==> config.mk <==
export PLATFORM = sky130hd
export DESIGN_NAME = urt_top
export DESIGN_NICKNAME = d
export VERILOG_FILES = /design/src/urt_pkg.sv /design/src/urt_baud.sv /design/src/urt_rx.sv /design/src/urt_top.sv
export VERILOG_INCLUDE_DIRS = /design/src
export SDC_FILE = /design/constraint.sdc
export NUM_CORES = 1
export LEC_CHECK = 0
export ABC_AREA = 0
export BUFFER_PORTS_ARGS = -buffer_cell sky130_fd_sc_hd__buf_2
export CORE_MARGIN = 2
export CORE_UTILIZATION = 55
export CTS_CLUSTER_DIAMETER = 150
export CTS_CLUSTER_SIZE = 25
export DETAILED_ROUTE_END_ITERATION = 12
export GPL_TIMING_DRIVEN = 0
export PLACE_DENSITY = 0.74
export SYNTH_ARGS = -nofsm -noshare
export SYNTH_HDL_FRONTEND = slang
export SYNTH_HIERARCHICAL = 1
export SYNTH_SLANG_ARGS = --single-unit
==> constraint.sdc <==
create_clock -name clock -period 8.14 [get_ports clock]
set_input_delay 1.221 -clock clock [delete_from_list [all_inputs] [get_ports clock]]
set_output_delay 1.221 -clock clock [all_outputs]
set_load 0.01 [all_outputs]
==> src/urt_cfg.svh <==
`ifndef URT_CFG_SVH
`define URT_CFG_SVH

// register byte offsets
`define URT_OFF_CTRL    8'h00
`define URT_OFF_BDIVI   8'h04
`define URT_OFF_BDIVF   8'h08
`define URT_OFF_TXHOLD  8'h0c
`define URT_OFF_RXDATA  8'h10
`define URT_OFF_ISTAT   8'h14
`define URT_OFF_IEN     8'h18
`define URT_OFF_ICLR    8'h1c

// control_reg_one fields
`define URT_CTRL_TX_ON  0
`define URT_CTRL_RX_ON  1
`define URT_CTRL_MODE_LO 2
`define URT_CTRL_STOP_LO 4
`define URT_CTRL_PAR_LO 6
`define URT_CTRL_RST    8'h00

// status / enable / clear bit positions
`define URT_ST_EMPTY    0
`define URT_ST_TDONE    1
`define URT_ST_BUSY     2
`define URT_ST_RDONE    3
`define URT_ST_PERR     4
`define URT_ST_FERR     5

// baud reset values
`define URT_BDIVI_RST   16'h0001
`define URT_BDIVF_RST   4'h0

// oversampling and stop lengths in sample ticks
`define URT_OVS         5'd16
`define URT_STOP_ONE    6'd16
`define URT_STOP_ONEHALF 6'd24
`define URT_STOP_TWO    6'd32
`define URT_SAMP_A      4'd7
`define URT_SAMP_B      4'd8
`define URT_SAMP_C      4'd9
`define URT_BIT_LAST    4'd15
`define URT_DATA_BITS   3'd7
`define URT_DED_INC     13'h1000
`define URT_STD_INC     13'h0010

`endif

==> src/urt_pkg.sv <==
`default_nettype none
package urt_pkg;
	typedef enum logic [1:0] {MODE_X16 = 2'h0, MODE_X8 = 2'h1, MODE_X4 = 2'h2, MODE_DED = 2'h3} urt_mode_t;
	typedef enum logic [1:0] {PAR_NONE = 2'h0, PAR_CUSTOM = 2'h1, PAR_EVEN = 2'h2, PAR_ODD = 2'h3} urt_par_t;
	typedef enum logic [1:0] {STOP_1 = 2'h0, STOP_1H = 2'h1, STOP_2 = 2'h2, STOP_2B = 2'h3} urt_stop_t;

	typedef struct packed {
		logic      valid;
		logic [8:0] data;
		logic      perr;
		logic      ferr;
	} urt_rx_res_t;

	// parity bit for a byte in the chosen mode; custom uses the 9th data bit
	function automatic logic urt_par_bit(input logic [8:0] d, input urt_par_t m);
		logic p;
		p = ^d[7:0];
		unique case (m)
			PAR_EVEN: urt_par_bit = p;
			PAR_ODD: urt_par_bit = ~p;
			PAR_CUSTOM: urt_par_bit = d[8];
			PAR_NONE: urt_par_bit = 1'b0;
		endcase
	endfunction : urt_par_bit
endpackage : urt_pkg
`default_nettype wire

==> src/urt_baud.sv <==
`timescale 1ns/100ps
`default_nettype none
`include "urt_cfg.svh"
module urt_baud (
	input  wire logic             clock,
	input  wire logic             reset_n,
	input  wire urt_pkg::urt_mode_t mode,
	input  wire logic [15:0]      div_int,
	input  wire logic [3:0]       div_frac,
	output var  logic             tick_r
);
	logic [21:0] acc_r;
	logic [21:0] acc_nxt;
	logic        tick_nxt;
	logic [21:0] div;
	logic [21:0] sum;

	// 16 ticks per bit: accumulate the tick weight, wrap on the divisor
	always_comb
	begin
		unique case (mode)
			urt_pkg::MODE_X16: div = {2'h0, div_int, 4'h0} + {18'h0, div_frac};
			urt_pkg::MODE_X8: div = {3'h0, div_int, 3'h0};
			urt_pkg::MODE_X4: div = {4'h0, div_int, 2'h0};
			urt_pkg::MODE_DED: div = {6'h0, div_int};
		endcase
		sum = acc_r + ((mode == urt_pkg::MODE_DED) ? {9'h0, `URT_DED_INC} : {9'h0, `URT_STD_INC});
		acc_nxt = sum;
		tick_nxt = 1'b0;
		if (div == 22'h0)
		begin
			acc_nxt = 22'h0;
		end
		else if (sum >= div)
		begin
			acc_nxt = sum - div;
			tick_nxt = 1'b1;
		end
		if (acc_nxt >= div)
		begin
			acc_nxt = 22'h0;
		end
	end

	always_ff @(posedge clock)
	begin
		if (!reset_n)
		begin
			acc_r <= 22'h0;
			tick_r <= 1'b0;
		end
		else
		begin
			acc_r <= acc_nxt;
			tick_r <= tick_nxt;
		end
	end
endmodule : urt_baud
`default_nettype wire

==> src/urt_rx.sv <==
`timescale 1ns/100ps
`default_nettype none
`include "urt_cfg.svh"
module urt_rx (
	input  wire logic              clock,
	input  wire logic              reset_n,
	input  wire logic              enable,
	input  wire logic              tick,
	input  wire logic              rxd,
	input  wire urt_pkg::urt_par_t par_mode,
	output var  urt_pkg::urt_rx_res_t res_r
);
	typedef enum logic [4:0] {
		RX_IDLE  = 5'b00001,
		RX_START = 5'b00010,
		RX_DATA  = 5'b00100,
		RX_PAR   = 5'b01000,
		RX_STOP  = 5'b10000
	} urt_rx_st_t;

	urt_rx_st_t           st_r, st_nxt;
	logic [3:0]           cnt_r, cnt_nxt;
	logic [2:0]           bit_r, bit_nxt;
	logic [2:0]           smp_r, smp_nxt;
	logic [8:0]           shf_r, shf_nxt;
	logic                 prev_r;
	urt_pkg::urt_rx_res_t res_nxt;
	logic                 vote;
	logic                 bit_end;

	always_comb
	begin
		st_nxt = st_r;
		cnt_nxt = cnt_r;
		bit_nxt = bit_r;
		smp_nxt = smp_r;
		shf_nxt = shf_r;
		res_nxt = res_r;
		res_nxt.valid = 1'b0;
		vote = (smp_r[0] & smp_r[1]) | (smp_r[0] & smp_r[2]) | (smp_r[1] & smp_r[2]);
		bit_end = tick && cnt_r == `URT_BIT_LAST;
		if (tick)
		begin
			cnt_nxt = cnt_r + 4'd1;
			if (cnt_r == `URT_SAMP_A || cnt_r == `URT_SAMP_B || cnt_r == `URT_SAMP_C)
			begin
				smp_nxt = {smp_r[1:0], rxd};
			end
		end
		if (!enable)
		begin
			st_nxt = RX_IDLE;
		end
		else
		begin
			unique case (st_r)
				RX_IDLE:
				begin
					cnt_nxt = 4'd0;
					if (prev_r && !rxd)
					begin
						st_nxt = RX_START;
					end
				end
				RX_START:
				if (bit_end)
				begin
					bit_nxt = 3'd0;
					st_nxt = vote ? RX_IDLE : RX_DATA;
				end
				RX_DATA:
				if (bit_end)
				begin
					shf_nxt = {1'b0, vote, shf_r[7:1]};
					bit_nxt = bit_r + 3'd1;
					if (bit_r == `URT_DATA_BITS)
					begin
						st_nxt = (par_mode == urt_pkg::PAR_NONE) ? RX_STOP : RX_PAR;
					end
				end
				RX_PAR:
				if (bit_end)
				begin
					shf_nxt[8] = (par_mode == urt_pkg::PAR_CUSTOM) ? vote : 1'b0;
					res_nxt.perr = (par_mode != urt_pkg::PAR_CUSTOM) &&
						(vote != urt_pkg::urt_par_bit(shf_r, par_mode));
					st_nxt = RX_STOP;
				end
				RX_STOP:
				if (bit_end)
				begin
					res_nxt.valid = 1'b1;
					res_nxt.data = shf_r;
					res_nxt.ferr = !vote;
					if (par_mode == urt_pkg::PAR_NONE)
					begin
						res_nxt.perr = 1'b0;
					end
					st_nxt = RX_IDLE;
				end
			endcase
		end
	end

	always_ff @(posedge clock)
	begin
		if (!reset_n)
		begin
			st_r <= RX_IDLE;
			cnt_r <= 4'd0;
			bit_r <= 3'd0;
			smp_r <= 3'h7;
			shf_r <= 9'h0;
			prev_r <= 1'b1;
			res_r <= '0;
		end
		else
		begin
			st_r <= st_nxt;
			cnt_r <= cnt_nxt;
			bit_r <= bit_nxt;
			smp_r <= smp_nxt;
			shf_r <= shf_nxt;
			prev_r <= rxd;
			res_r <= res_nxt;
		end
	end
endmodule : urt_rx
`default_nettype wire

==> src/urt_top.sv <==
`timescale 1ns/100ps
`default_nettype none
`include "urt_cfg.svh"
module urt_top (
	input  wire logic        clock,
	input  wire logic        reset_n,
	input  wire logic        psel,
	input  wire logic        penable,
	input  wire logic        pwrite,
	input  wire logic [7:0]  paddr,
	input  wire logic [31:0] pwdata,
	output var  logic [31:0] prdata_r,
	output var  logic        pready_r,
	output var  logic        pslverr_r,
	input  wire logic        rxd,
	output var  logic        txd_r,
	output var  logic [5:0]  irq_req_r
);
	typedef enum logic [4:0] {
		TX_IDLE  = 5'b00001,
		TX_START = 5'b00010,
		TX_DATA  = 5'b00100,
		TX_PAR   = 5'b01000,
		TX_STOP  = 5'b10000
	} urt_tx_st_t;

	logic [7:0]           ctrl_r, ctrl_nxt;
	logic [15:0]          bdivi_r, bdivi_nxt;
	logic [3:0]           bdivf_r, bdivf_nxt;
	logic [8:0]           hold_r, hold_nxt;
	logic [8:0]           rdr_r, rdr_nxt;
	logic [5:0]           ien_r, ien_nxt;
	logic [5:0]           stat_r, stat_nxt;
	logic [31:0]          prdata_nxt;
	logic                 pready_nxt;
	logic                 pslverr_nxt;
	logic [5:0]           irq_nxt;
	logic                 acc;
	logic                 wr;
	logic                 mapped;
	logic                 tick;
	urt_pkg::urt_rx_res_t rx_res;
	urt_pkg::urt_par_t    par_mode;
	urt_pkg::urt_stop_t   stop_mode;
	urt_tx_st_t           tst_r, tst_nxt;
	logic [5:0]           tcnt_r, tcnt_nxt;
	logic [2:0]           tbit_r, tbit_nxt;
	logic [8:0]           tshf_r, tshf_nxt;
	logic                 txd_nxt;
	logic                 load;
	logic                 frame_done;
	logic [5:0]           stop_len;
	logic                 tx_en;

	assign par_mode = urt_pkg::urt_par_t'(ctrl_r[`URT_CTRL_PAR_LO +: 2]);
	assign stop_mode = urt_pkg::urt_stop_t'(ctrl_r[`URT_CTRL_STOP_LO +: 2]);
	assign tx_en = ctrl_r[`URT_CTRL_TX_ON];

	urt_baud urt_baud_inst (
		.clock    (clock),
		.reset_n  (reset_n),
		.mode     (urt_pkg::urt_mode_t'(ctrl_r[`URT_CTRL_MODE_LO +: 2])),
		.div_int  (bdivi_r),
		.div_frac (bdivf_r),
		.tick_r   (tick)
	);

	urt_rx urt_rx_inst (
		.clock    (clock),
		.reset_n  (reset_n),
		.enable   (ctrl_r[`URT_CTRL_RX_ON]),
		.tick     (tick),
		.rxd      (rxd),
		.par_mode (par_mode),
		.res_r    (rx_res)
	);

	// transmit shifter
	always_comb
	begin
		tst_nxt = tst_r;
		tcnt_nxt = tcnt_r;
		tbit_nxt = tbit_r;
		tshf_nxt = tshf_r;
		txd_nxt = 1'b1;
		load = 1'b0;
		frame_done = 1'b0;
		unique case (stop_mode)
			urt_pkg::STOP_1: stop_len = `URT_STOP_ONE;
			urt_pkg::STOP_1H: stop_len = `URT_STOP_ONEHALF;
			urt_pkg::STOP_2, urt_pkg::STOP_2B: stop_len = `URT_STOP_TWO;
		endcase
		if (tick)
		begin
			tcnt_nxt = tcnt_r + 6'd1;
		end
		unique case (tst_r)
			TX_IDLE:
			begin
				tcnt_nxt = 6'd0;
				if (tx_en && !stat_r[`URT_ST_EMPTY])
				begin
					load = 1'b1;
					tshf_nxt = hold_r;
					tst_nxt = TX_START;
				end
			end
			TX_START:
			begin
				txd_nxt = 1'b0;
				if (tick && tcnt_r == {1'b0, `URT_OVS} - 6'd1)
				begin
					tcnt_nxt = 6'd0;
					tbit_nxt = 3'd0;
					tst_nxt = TX_DATA;
				end
			end
			TX_DATA:
			begin
				txd_nxt = tshf_r[tbit_r];
				if (tick && tcnt_r == {1'b0, `URT_OVS} - 6'd1)
				begin
					tcnt_nxt = 6'd0;
					tbit_nxt = tbit_r + 3'd1;
					if (tbit_r == `URT_DATA_BITS)
					begin
						tst_nxt = (par_mode == urt_pkg::PAR_NONE) ? TX_STOP : TX_PAR;
					end
				end
			end
			TX_PAR:
			begin
				txd_nxt = urt_pkg::urt_par_bit(tshf_r, par_mode);
				if (tick && tcnt_r == {1'b0, `URT_OVS} - 6'd1)
				begin
					tcnt_nxt = 6'd0;
					tst_nxt = TX_STOP;
				end
			end
			TX_STOP:
			begin
				if (tick && tcnt_r == stop_len - 6'd1)
				begin
					frame_done = 1'b1;
					tst_nxt = TX_IDLE;
				end
			end
		endcase
	end

	always_ff @(posedge clock)
	begin
		if (!reset_n)
		begin
			tst_r <= TX_IDLE;
			tcnt_r <= 6'd0;
			tbit_r <= 3'd0;
			tshf_r <= 9'h0;
			txd_r <= 1'b1;
		end
		else
		begin
			tst_r <= tst_nxt;
			tcnt_r <= tcnt_nxt;
			tbit_r <= tbit_nxt;
			tshf_r <= tshf_nxt;
			txd_r <= txd_nxt;
		end
	end

	// bus slave, registers and flags
	always_comb
	begin
		acc = psel && penable && !pready_r;
		wr = psel && penable && pready_r && pwrite;
		mapped = paddr[1:0] == 2'h0 && paddr <= `URT_OFF_ICLR;
		ctrl_nxt = ctrl_r;
		bdivi_nxt = bdivi_r;
		bdivf_nxt = bdivf_r;
		hold_nxt = hold_r;
		rdr_nxt = rdr_r;
		ien_nxt = ien_r;
		stat_nxt = stat_r;
		pready_nxt = acc;
		pslverr_nxt = acc && !mapped;
		prdata_nxt = 32'h0;
		if (acc && !pwrite)
		begin
			unique case (paddr)
				`URT_OFF_CTRL: prdata_nxt = {24'h0, ctrl_r};
				`URT_OFF_BDIVI: prdata_nxt = {16'h0, bdivi_r};
				`URT_OFF_BDIVF: prdata_nxt = {28'h0, bdivf_r};
				`URT_OFF_TXHOLD: prdata_nxt = {23'h0, hold_r};
				`URT_OFF_RXDATA: prdata_nxt = {23'h0, rdr_r};
				`URT_OFF_ISTAT: prdata_nxt = {26'h0, stat_r};
				`URT_OFF_IEN: prdata_nxt = {26'h0, ien_r};
				default: prdata_nxt = 32'h0;
			endcase
		end
		// software clears first so a same-cycle hardware set wins
		if (wr)
		begin
			unique case (paddr)
				`URT_OFF_CTRL: ctrl_nxt = pwdata[7:0];
				`URT_OFF_BDIVI: bdivi_nxt = pwdata[15:0];
				`URT_OFF_BDIVF: bdivf_nxt = pwdata[3:0];
				`URT_OFF_IEN: ien_nxt = pwdata[5:0] & 6'h3b;
				`URT_OFF_ICLR:
				begin
					stat_nxt[`URT_ST_TDONE] = stat_r[`URT_ST_TDONE] & pwdata[`URT_ST_TDONE];
					stat_nxt[`URT_ST_RDONE] = stat_r[`URT_ST_RDONE] & pwdata[`URT_ST_RDONE];
					stat_nxt[`URT_ST_PERR] = stat_r[`URT_ST_PERR] & pwdata[`URT_ST_PERR];
					stat_nxt[`URT_ST_FERR] = stat_r[`URT_ST_FERR] & pwdata[`URT_ST_FERR];
				end
				default: ;
			endcase
		end
		if (load)
		begin
			stat_nxt[`URT_ST_EMPTY] = 1'b1;
		end
		if (wr && paddr == `URT_OFF_TXHOLD)
		begin
			hold_nxt = pwdata[8:0];
			stat_nxt[`URT_ST_EMPTY] = 1'b0;
		end
		if (frame_done)
		begin
			stat_nxt[`URT_ST_TDONE] = 1'b1;
		end
		stat_nxt[`URT_ST_BUSY] = (tst_nxt != TX_IDLE) || !stat_nxt[`URT_ST_EMPTY];
		if (rx_res.valid)
		begin
			rdr_nxt = rx_res.data;
			stat_nxt[`URT_ST_RDONE] = 1'b1;
			stat_nxt[`URT_ST_PERR] = stat_nxt[`URT_ST_PERR] | rx_res.perr;
			stat_nxt[`URT_ST_FERR] = stat_nxt[`URT_ST_FERR] | rx_res.ferr;
		end
		irq_nxt = stat_nxt & ien_nxt & 6'h3b;
	end

	always_ff @(posedge clock)
	begin
		if (!reset_n)
		begin
			ctrl_r <= `URT_CTRL_RST;
			bdivi_r <= `URT_BDIVI_RST;
			bdivf_r <= `URT_BDIVF_RST;
			hold_r <= 9'h0;
			rdr_r <= 9'h0;
			ien_r <= 6'h0;
			stat_r <= 6'h01;
			prdata_r <= 32'h0;
			pready_r <= 1'b0;
			pslverr_r <= 1'b0;
			irq_req_r <= 6'h0;
		end
		else
		begin
			ctrl_r <= ctrl_nxt;
			bdivi_r <= bdivi_nxt;
			bdivf_r <= bdivf_nxt;
			hold_r <= hold_nxt;
			rdr_r <= rdr_nxt;
			ien_r <= ien_nxt;
			stat_r <= stat_nxt;
			prdata_r <= prdata_nxt;
			pready_r <= pready_nxt;
			pslverr_r <= pslverr_nxt;
			irq_req_r <= irq_nxt;
		end
	end
endmodule : urt_top
`default_nettype wire

# ---- Word level (Yosys, flattened, before mapping)
# Index checks and enable logic that the tools add are counted.
dict set report word_totals {
  ff_bits 182
  input_bits 46
  word_cells 223
}
dict set report op_classes {
  addsub 8
  order_cmp 4
  eq_ne 46
  n_mux 65
  n_bitwise 15
  reduce_logical 55
}
# cell count
set op_table {}
lappend op_table {{case mux 16 bit (7 select lines)} 1}
lappend op_table {{case mux 22 bit (4 select lines)} 1}
lappend op_table {{2-to-1 mux 5 bit} 13}
lappend op_table {{case mux 5 bit (5 select lines)} 2}
lappend op_table {{>= comparator 22 bit} 2}
lappend op_table {{2-to-1 mux 22 bit} 2}
lappend op_table {{equality test 8 x 5 -> 1 bit, second input constant} 4}
lappend op_table {{2-to-1 mux 3 bit} 8}
lappend op_table {{2-to-1 mux 6 bit} 4}
lappend op_table {{adder 22 bit} 1}
lappend op_table {{zero test 22 bit} 1}
lappend op_table {{subtractor 22 bit} 1}
lappend op_table {{adder 20 x 4 -> 21 bit} 1}
lappend op_table {{2-to-1 mux 1 bit} 18}
lappend op_table {{case mux 6 bit (3 select lines)} 1}
lappend op_table {{equality test 8 x 4 -> 1 bit, second input constant} 2}
lappend op_table {{parity 8 bit} 2}
lappend op_table {{logical AND 1 bit} 14}
lappend op_table {{inequality test 2 x 1 -> 1 bit, second input constant} 7}
lappend op_table {{AND reduction 2 bit} 7}
lappend op_table {{2-to-1 mux 13 bit} 1}
lappend op_table {{equality test 2 bit, second input constant} 6}
lappend op_table {{equality test 4 bit, second input constant} 3}
lappend op_table {{2-to-1 mux 12 bit} 1}
lappend op_table {{other kinds (43)} 90}

# ---- Depth between registers and ports, before layout
dict set report logic_depth {
  depth_word 11
  depth_mapped 31
  ltp_nobuf 27
}

# ---- Cells and area by module
# Netlist, hierarchy kept.
# mod instances cells_each area_per_inst_um2 seq_area_each_um2
set by_module_without_submodules {}
lappend by_module_without_submodules {urt_top 1 514 4868.4 2102.0}
lappend by_module_without_submodules {urt_baud 1 399 3299.4 460.4}
lappend by_module_without_submodules {urt_rx 1 208 1778.0 740.7}

# ---- Worst setup path before layout
# OpenSTA, ideal clock, no wires.
dict set report synth_path {
  kind {register to register}
  startpoint {register ctrl_r[3]}
  endpoint {register urt_baud_inst.acc_r[16]}
  t_arrival_ps 6211
  t_required_ps 8037
  slack_ps 1826
  stages_incl_launch_ff 31
  period_less_slack_ps 6314
  path_cell_list {dfxtp_1 > buf_2 > clkbuf_1 > and2_1 > inv_1 > ha_1 > ha_1 > and4_1 > a21oi_1 > nor3b_1 > xnor2_1 > inv_1 > ha_1 > nand2_1 > nor2b_1 > and3_1 > and3_1 > a211o_1 > a21oi_4 > buf_6 > mux2i_1 > nor2_1 > ha_1 > a21o_1 > a21o_1 > a21oi_1 > nor3_1 > a211o_1 > a2bb2oi_1 > o31ai_1 > a2111oi_2}
}
dict set report synth_via {
  elab_chain_cells 8
  word_cells_on_any_way 14
  cone_classes {add/sub: 2; order compare: 2; eq/ne: 3; mux: 4; reduce/logical: 3}
}
# item line
set synth_rtl {}
lappend synth_rtl {{from (decl)} urt_top.sv:27} ;# logic [7:0] ctrl_r, ctrl_nxt;
lappend synth_rtl {{from (signal assigned)} urt_top.sv:246} ;# ctrl_r <= `URT_CTRL_RST;
lappend synth_rtl {{from (signal assigned)} urt_top.sv:260} ;# ctrl_r <= ctrl_nxt;
lappend synth_rtl {{equality test 2 bit} {urt_baud.sv:21, urt_baud.sv:27}}
lappend synth_rtl {{2-to-1 mux 13 bit} urt_baud.sv:27} ;# sum = acc_r + ((mode == urt_pkg::MODE_DED) ? {9'h0, `URT_DED_INC} : {9'h0, `URT_STD_INC});
lappend synth_rtl {{adder 22 bit} urt_baud.sv:27}
lappend synth_rtl {{subtractor 22 bit / >= comparator 22 bit (equally long branches)} {urt_baud.sv:36, urt_baud.sv:34}}
lappend synth_rtl {{2-to-1 mux 22 bit} urt_baud.sv:34} ;# else if (sum >= div)
lappend synth_rtl {{2-to-1 mux 22 bit} urt_baud.sv:30} ;# if (div == 22'h0)
lappend synth_rtl {{>= comparator 22 bit} urt_baud.sv:39} ;# if (acc_nxt >= div)
lappend synth_rtl {{OR reduction 2 bit (no line)} -}
lappend synth_rtl {{to (signal assigned)} urt_baud.sv:54} ;# acc_r <= acc_nxt;
lappend synth_rtl {{to (decl)} urt_baud.sv:12} ;# logic [21:0] acc_r;
# Parallel ways exist; a longest one is shown, timed or not. The select of a mux whose other input is x is not followed.
# A chain may end at the register's enable or synchronous reset.

# ---- Final worst setup path
dict set report layout_path {
  startpoint {register ctrl_r[3]}
  endpoint {register urt_baud_inst.acc_r[11]}
}
# The elaborated chain is that of the path after synthesis.

==> out/results.tsv <==
metric	value	unit
FF+latch area	3300	sq um
part of the cycle the worst path needs	91.3	%
total track usage	26.1	%
Die Height	138	um
total CTS buffers	17	
hold slack final	456	ps
CP dominant cell by count	ha_1	
post-DP HPWL	18800	um
worst-margin pin slew	750	ps
drt drc	0	
H-Tree Depth	4	
power per standard cell area	155	nW/um^2
leakage	4.45	nW
crit path from	ctrl_r[3]	
clock slew at reported path FFs	70	ps
largest family of logic cells by synthesized area	simple AND/OR/NAND/NOR gates	
setup ws final	711	ps
PortBufs	52	
Die Area	19200	sq um
clk buf depth	2	
Slowest-stage cell, CP	dfxtp_1	
mux cell area share after synthesis	11.4	%
IR Drop Worst-Case VDD	0.148	mV
layout net count	1306	
ys flop type	dfxtp_1	
Pwr Total	0.00172	W
Multi-input gate area	6220	sq um
Starting Density	55.7	%
post-synth top area cell	dfxtp_1	
Place WS	438	ps
FP Rows	49	
Post-Route WL	24900	um
FF+latch count, synth	165	
highest clock rate	135	MHz
r2r setup slk	710	ps
Clk pwr share	48.7	%
XOR/XNOR Fraction of Synth Area	5.33	%
switching share of total power	24.3	%
Clock Latency Late Sink	430	ps
Clock Skew	13.1	ps
CP arrival	7790	ps
Critical Path Max Stage Delay	520	ps
drt wl/cell	17.2	um
reg-to-reg critical path endpoint	urt_baud_inst/acc_r[11]	
# Post-CTS Setup Buffers	0	
Synth Warn #	6	
most common cell after layout, fill and taps aside	dfxtp_1	
sequential share of power	47.1	%
max_cap viols	0	
post_cts resized	0	
worst reg2reg startpoint	ctrl_r[3]	
crit path kind	register to register	
area grow syn2layout	12.2	%
Area contributors post-synth	dfxtp_1 33%, mux2i_1 7.1%, ha_1 6.4%, nand2_1 4.4%, nor2b_1 4.0%	
Routability Congestion	0.963	
clock tree sinks	165	
crit path max fanout	19	
TritonRoute pass-1 iters	5	
total number of vias	8382	
largest net degree at the start of global routing	18	
# fillers	1517	
Post-Synth Simple-Gate Area	23.5	%
Seq/Total Area, Yosys	33.2	%
final hold violation count	0	
share of cells above drive strength 1	13.5	%
CP startpoint kind	register	
post-synthesis compound-gate area fraction	14.8	%
WP data required	8500	ps
via density per instance	5.78	
RSZ-0062 raised after global routing	no	
ANT nets after route	0	
Comb pwr share	4.2	%
n_diodes	0	
CP endpoint kind	register	
area share of fa/ha/maj cells after synthesis	6.72	%
core area	17800	sq um
first-pass GRT wire length	40600	um
status	finished, final reports clean	
CTS hold repair buffers	0	
FFs w/ async S/R, synth	0	%
root buffer cell	clkbuf_16	
share of the synthesized area in the top cell type	33.2	%
grt total ovfl	0	
cell area after synthesis	9950	sq um
max-slew violations	0	
initial antenna violation count	0	
post-route minimum period	7430	ps
Syn Area/Cell	8.87	sq um
Min-Delay Path Class	register to register	
Internal	0.00131	W
most frequent cells in the layout	165 x dfxtp_1, 116 x nand2_1, 90 x nor2_1	
worst hold path depth	2	
number of synthesized flops with an enable pin	0	
Post-Route Setup TNS	0	ps
vias in the first global route	8033	
CTS tree	yes	
Die W	138	um
I/O Pins	87	
Cell variety after synth	93	
Starting DRT DRC Count	636	
relative slew slack	49.6	%
Sw Pwr	0.000418	W
cells on worst reg2reg path	30	
Syn Inst Count	1121	
Final setup viols	0	
cells in the mapped netlist (9+ instances only):
cell type	number
nor3_1	9
nor3b_1	9
ha_1	51
dfxtp_1	165
mux2i_1	71
buf_4	22
nor2_1	90
clkbuf_1	30
and3_1	15
a22oi_1	9
a21o_1	16
a21boi_0	24
a31oi_1	9
and2_1	24
mux4_2	16
nand4_1	16
nand3_1	43
nand2b_1	11
inv_1	29
nor2b_1	63
a21oi_1	44
a21boi_1	9
xor2_1	20
xnor2_1	38
nand2_1	116
buf_2	9
o21ai_0	24
critical path, delay by kind of cell, from the launching register on:
kind	cells	cell delay, ps
compound gates	9	2350
xor+xnor	1	380
fa+ha+maj	4	1130
buf+inv	5	1110
flops	1	520
mux	1	330
simple gates	10	1550
worst max-delay path by stage:
stage	end	depth (start not counted)
after floorplan	urt_baud_inst/acc_r[16]	30
after global placement	urt_baud_inst/acc_r[16]	30
after detailed placement	urt_baud_inst/acc_r[11]	31
final	urt_baud_inst/acc_r[11]	30
after CTS	urt_baud_inst/acc_r[11]	31
after global routing	urt_baud_inst/acc_r[8]	30
sequential cells by signal (all words and copies together), names as in the netlist, 9 cells and up, named ones only:
name and cells:
urt_rx_inst/shf_r 9, prdata_r 16, rdr_r 9, tshf_r 9, urt_rx_inst/res_r 12, urt_baud_inst/acc_r 22
bdivi_r 16, hold_r 9
routing by layer:
layer / wire (um) / track usage, % / vias up / share of wire (%)
met4: 680 / 9.94 / 0 / 2.7
li1: - / - / 4149 / -
met3: 1150 / 3.67 / 44 / 4.6
met5: 0 / 0 / - / 0
met1: 11200 / 34.3 / 3940 / 45
met2: 11900 / 43.8 / 249 / 48
kinds of logic (layout without fill, tap and decap cells):
group,Yosys count,count (layout)
and+or+nand+nor,448,448
adders and majority gates,53,53
muxes,93,93
buffers and inverters,96,179
DFF,165,165
other,2,19
xor gates and xnor gates,59,59
AOI/OAI and AO/OA,205,205
power groups by stage:
stage / logic, W / clock network, W / registers (W)
floorplan: 0.0000449 / 0 / 0.000830
global placement: 0.0000697 / 0 / 0.000830
detailed placement: 0.0000702 / 0 / 0.000831
CTS: 0.0000709 / 0.000851 / 0.000812
global route: 0.0000778 / 0.000887 / 0.000812
finish: 0.0000725 / 0.000840 / 0.000812
per-stage QoR:
stage | instance area [sq um] | std cells | util (%)
2_1_floorplan | 10000 | 1138 | -
3_3_place_gp | 10600 | 1419 | 59.2
3_5_place_dp | 10600 | 1419 | 59.2
4_1_cts | 11200 | 1451 | 62.6
5_1_grt | 11200 | 1450 | 62.5
6_report | 11200 | 1450 | 62.5
area by class of cell:
cell class,instances,area share (%)
sequential,165,29.6
multi-input combinational,877,55.7
tap,229,2.57
timing repair buffer,52,2.33
buffer,66,3.39
clock buffer,17,3.81
inverter,29,0.976
clock inverter,15,1.61
(Power assumes the default switching activity.)
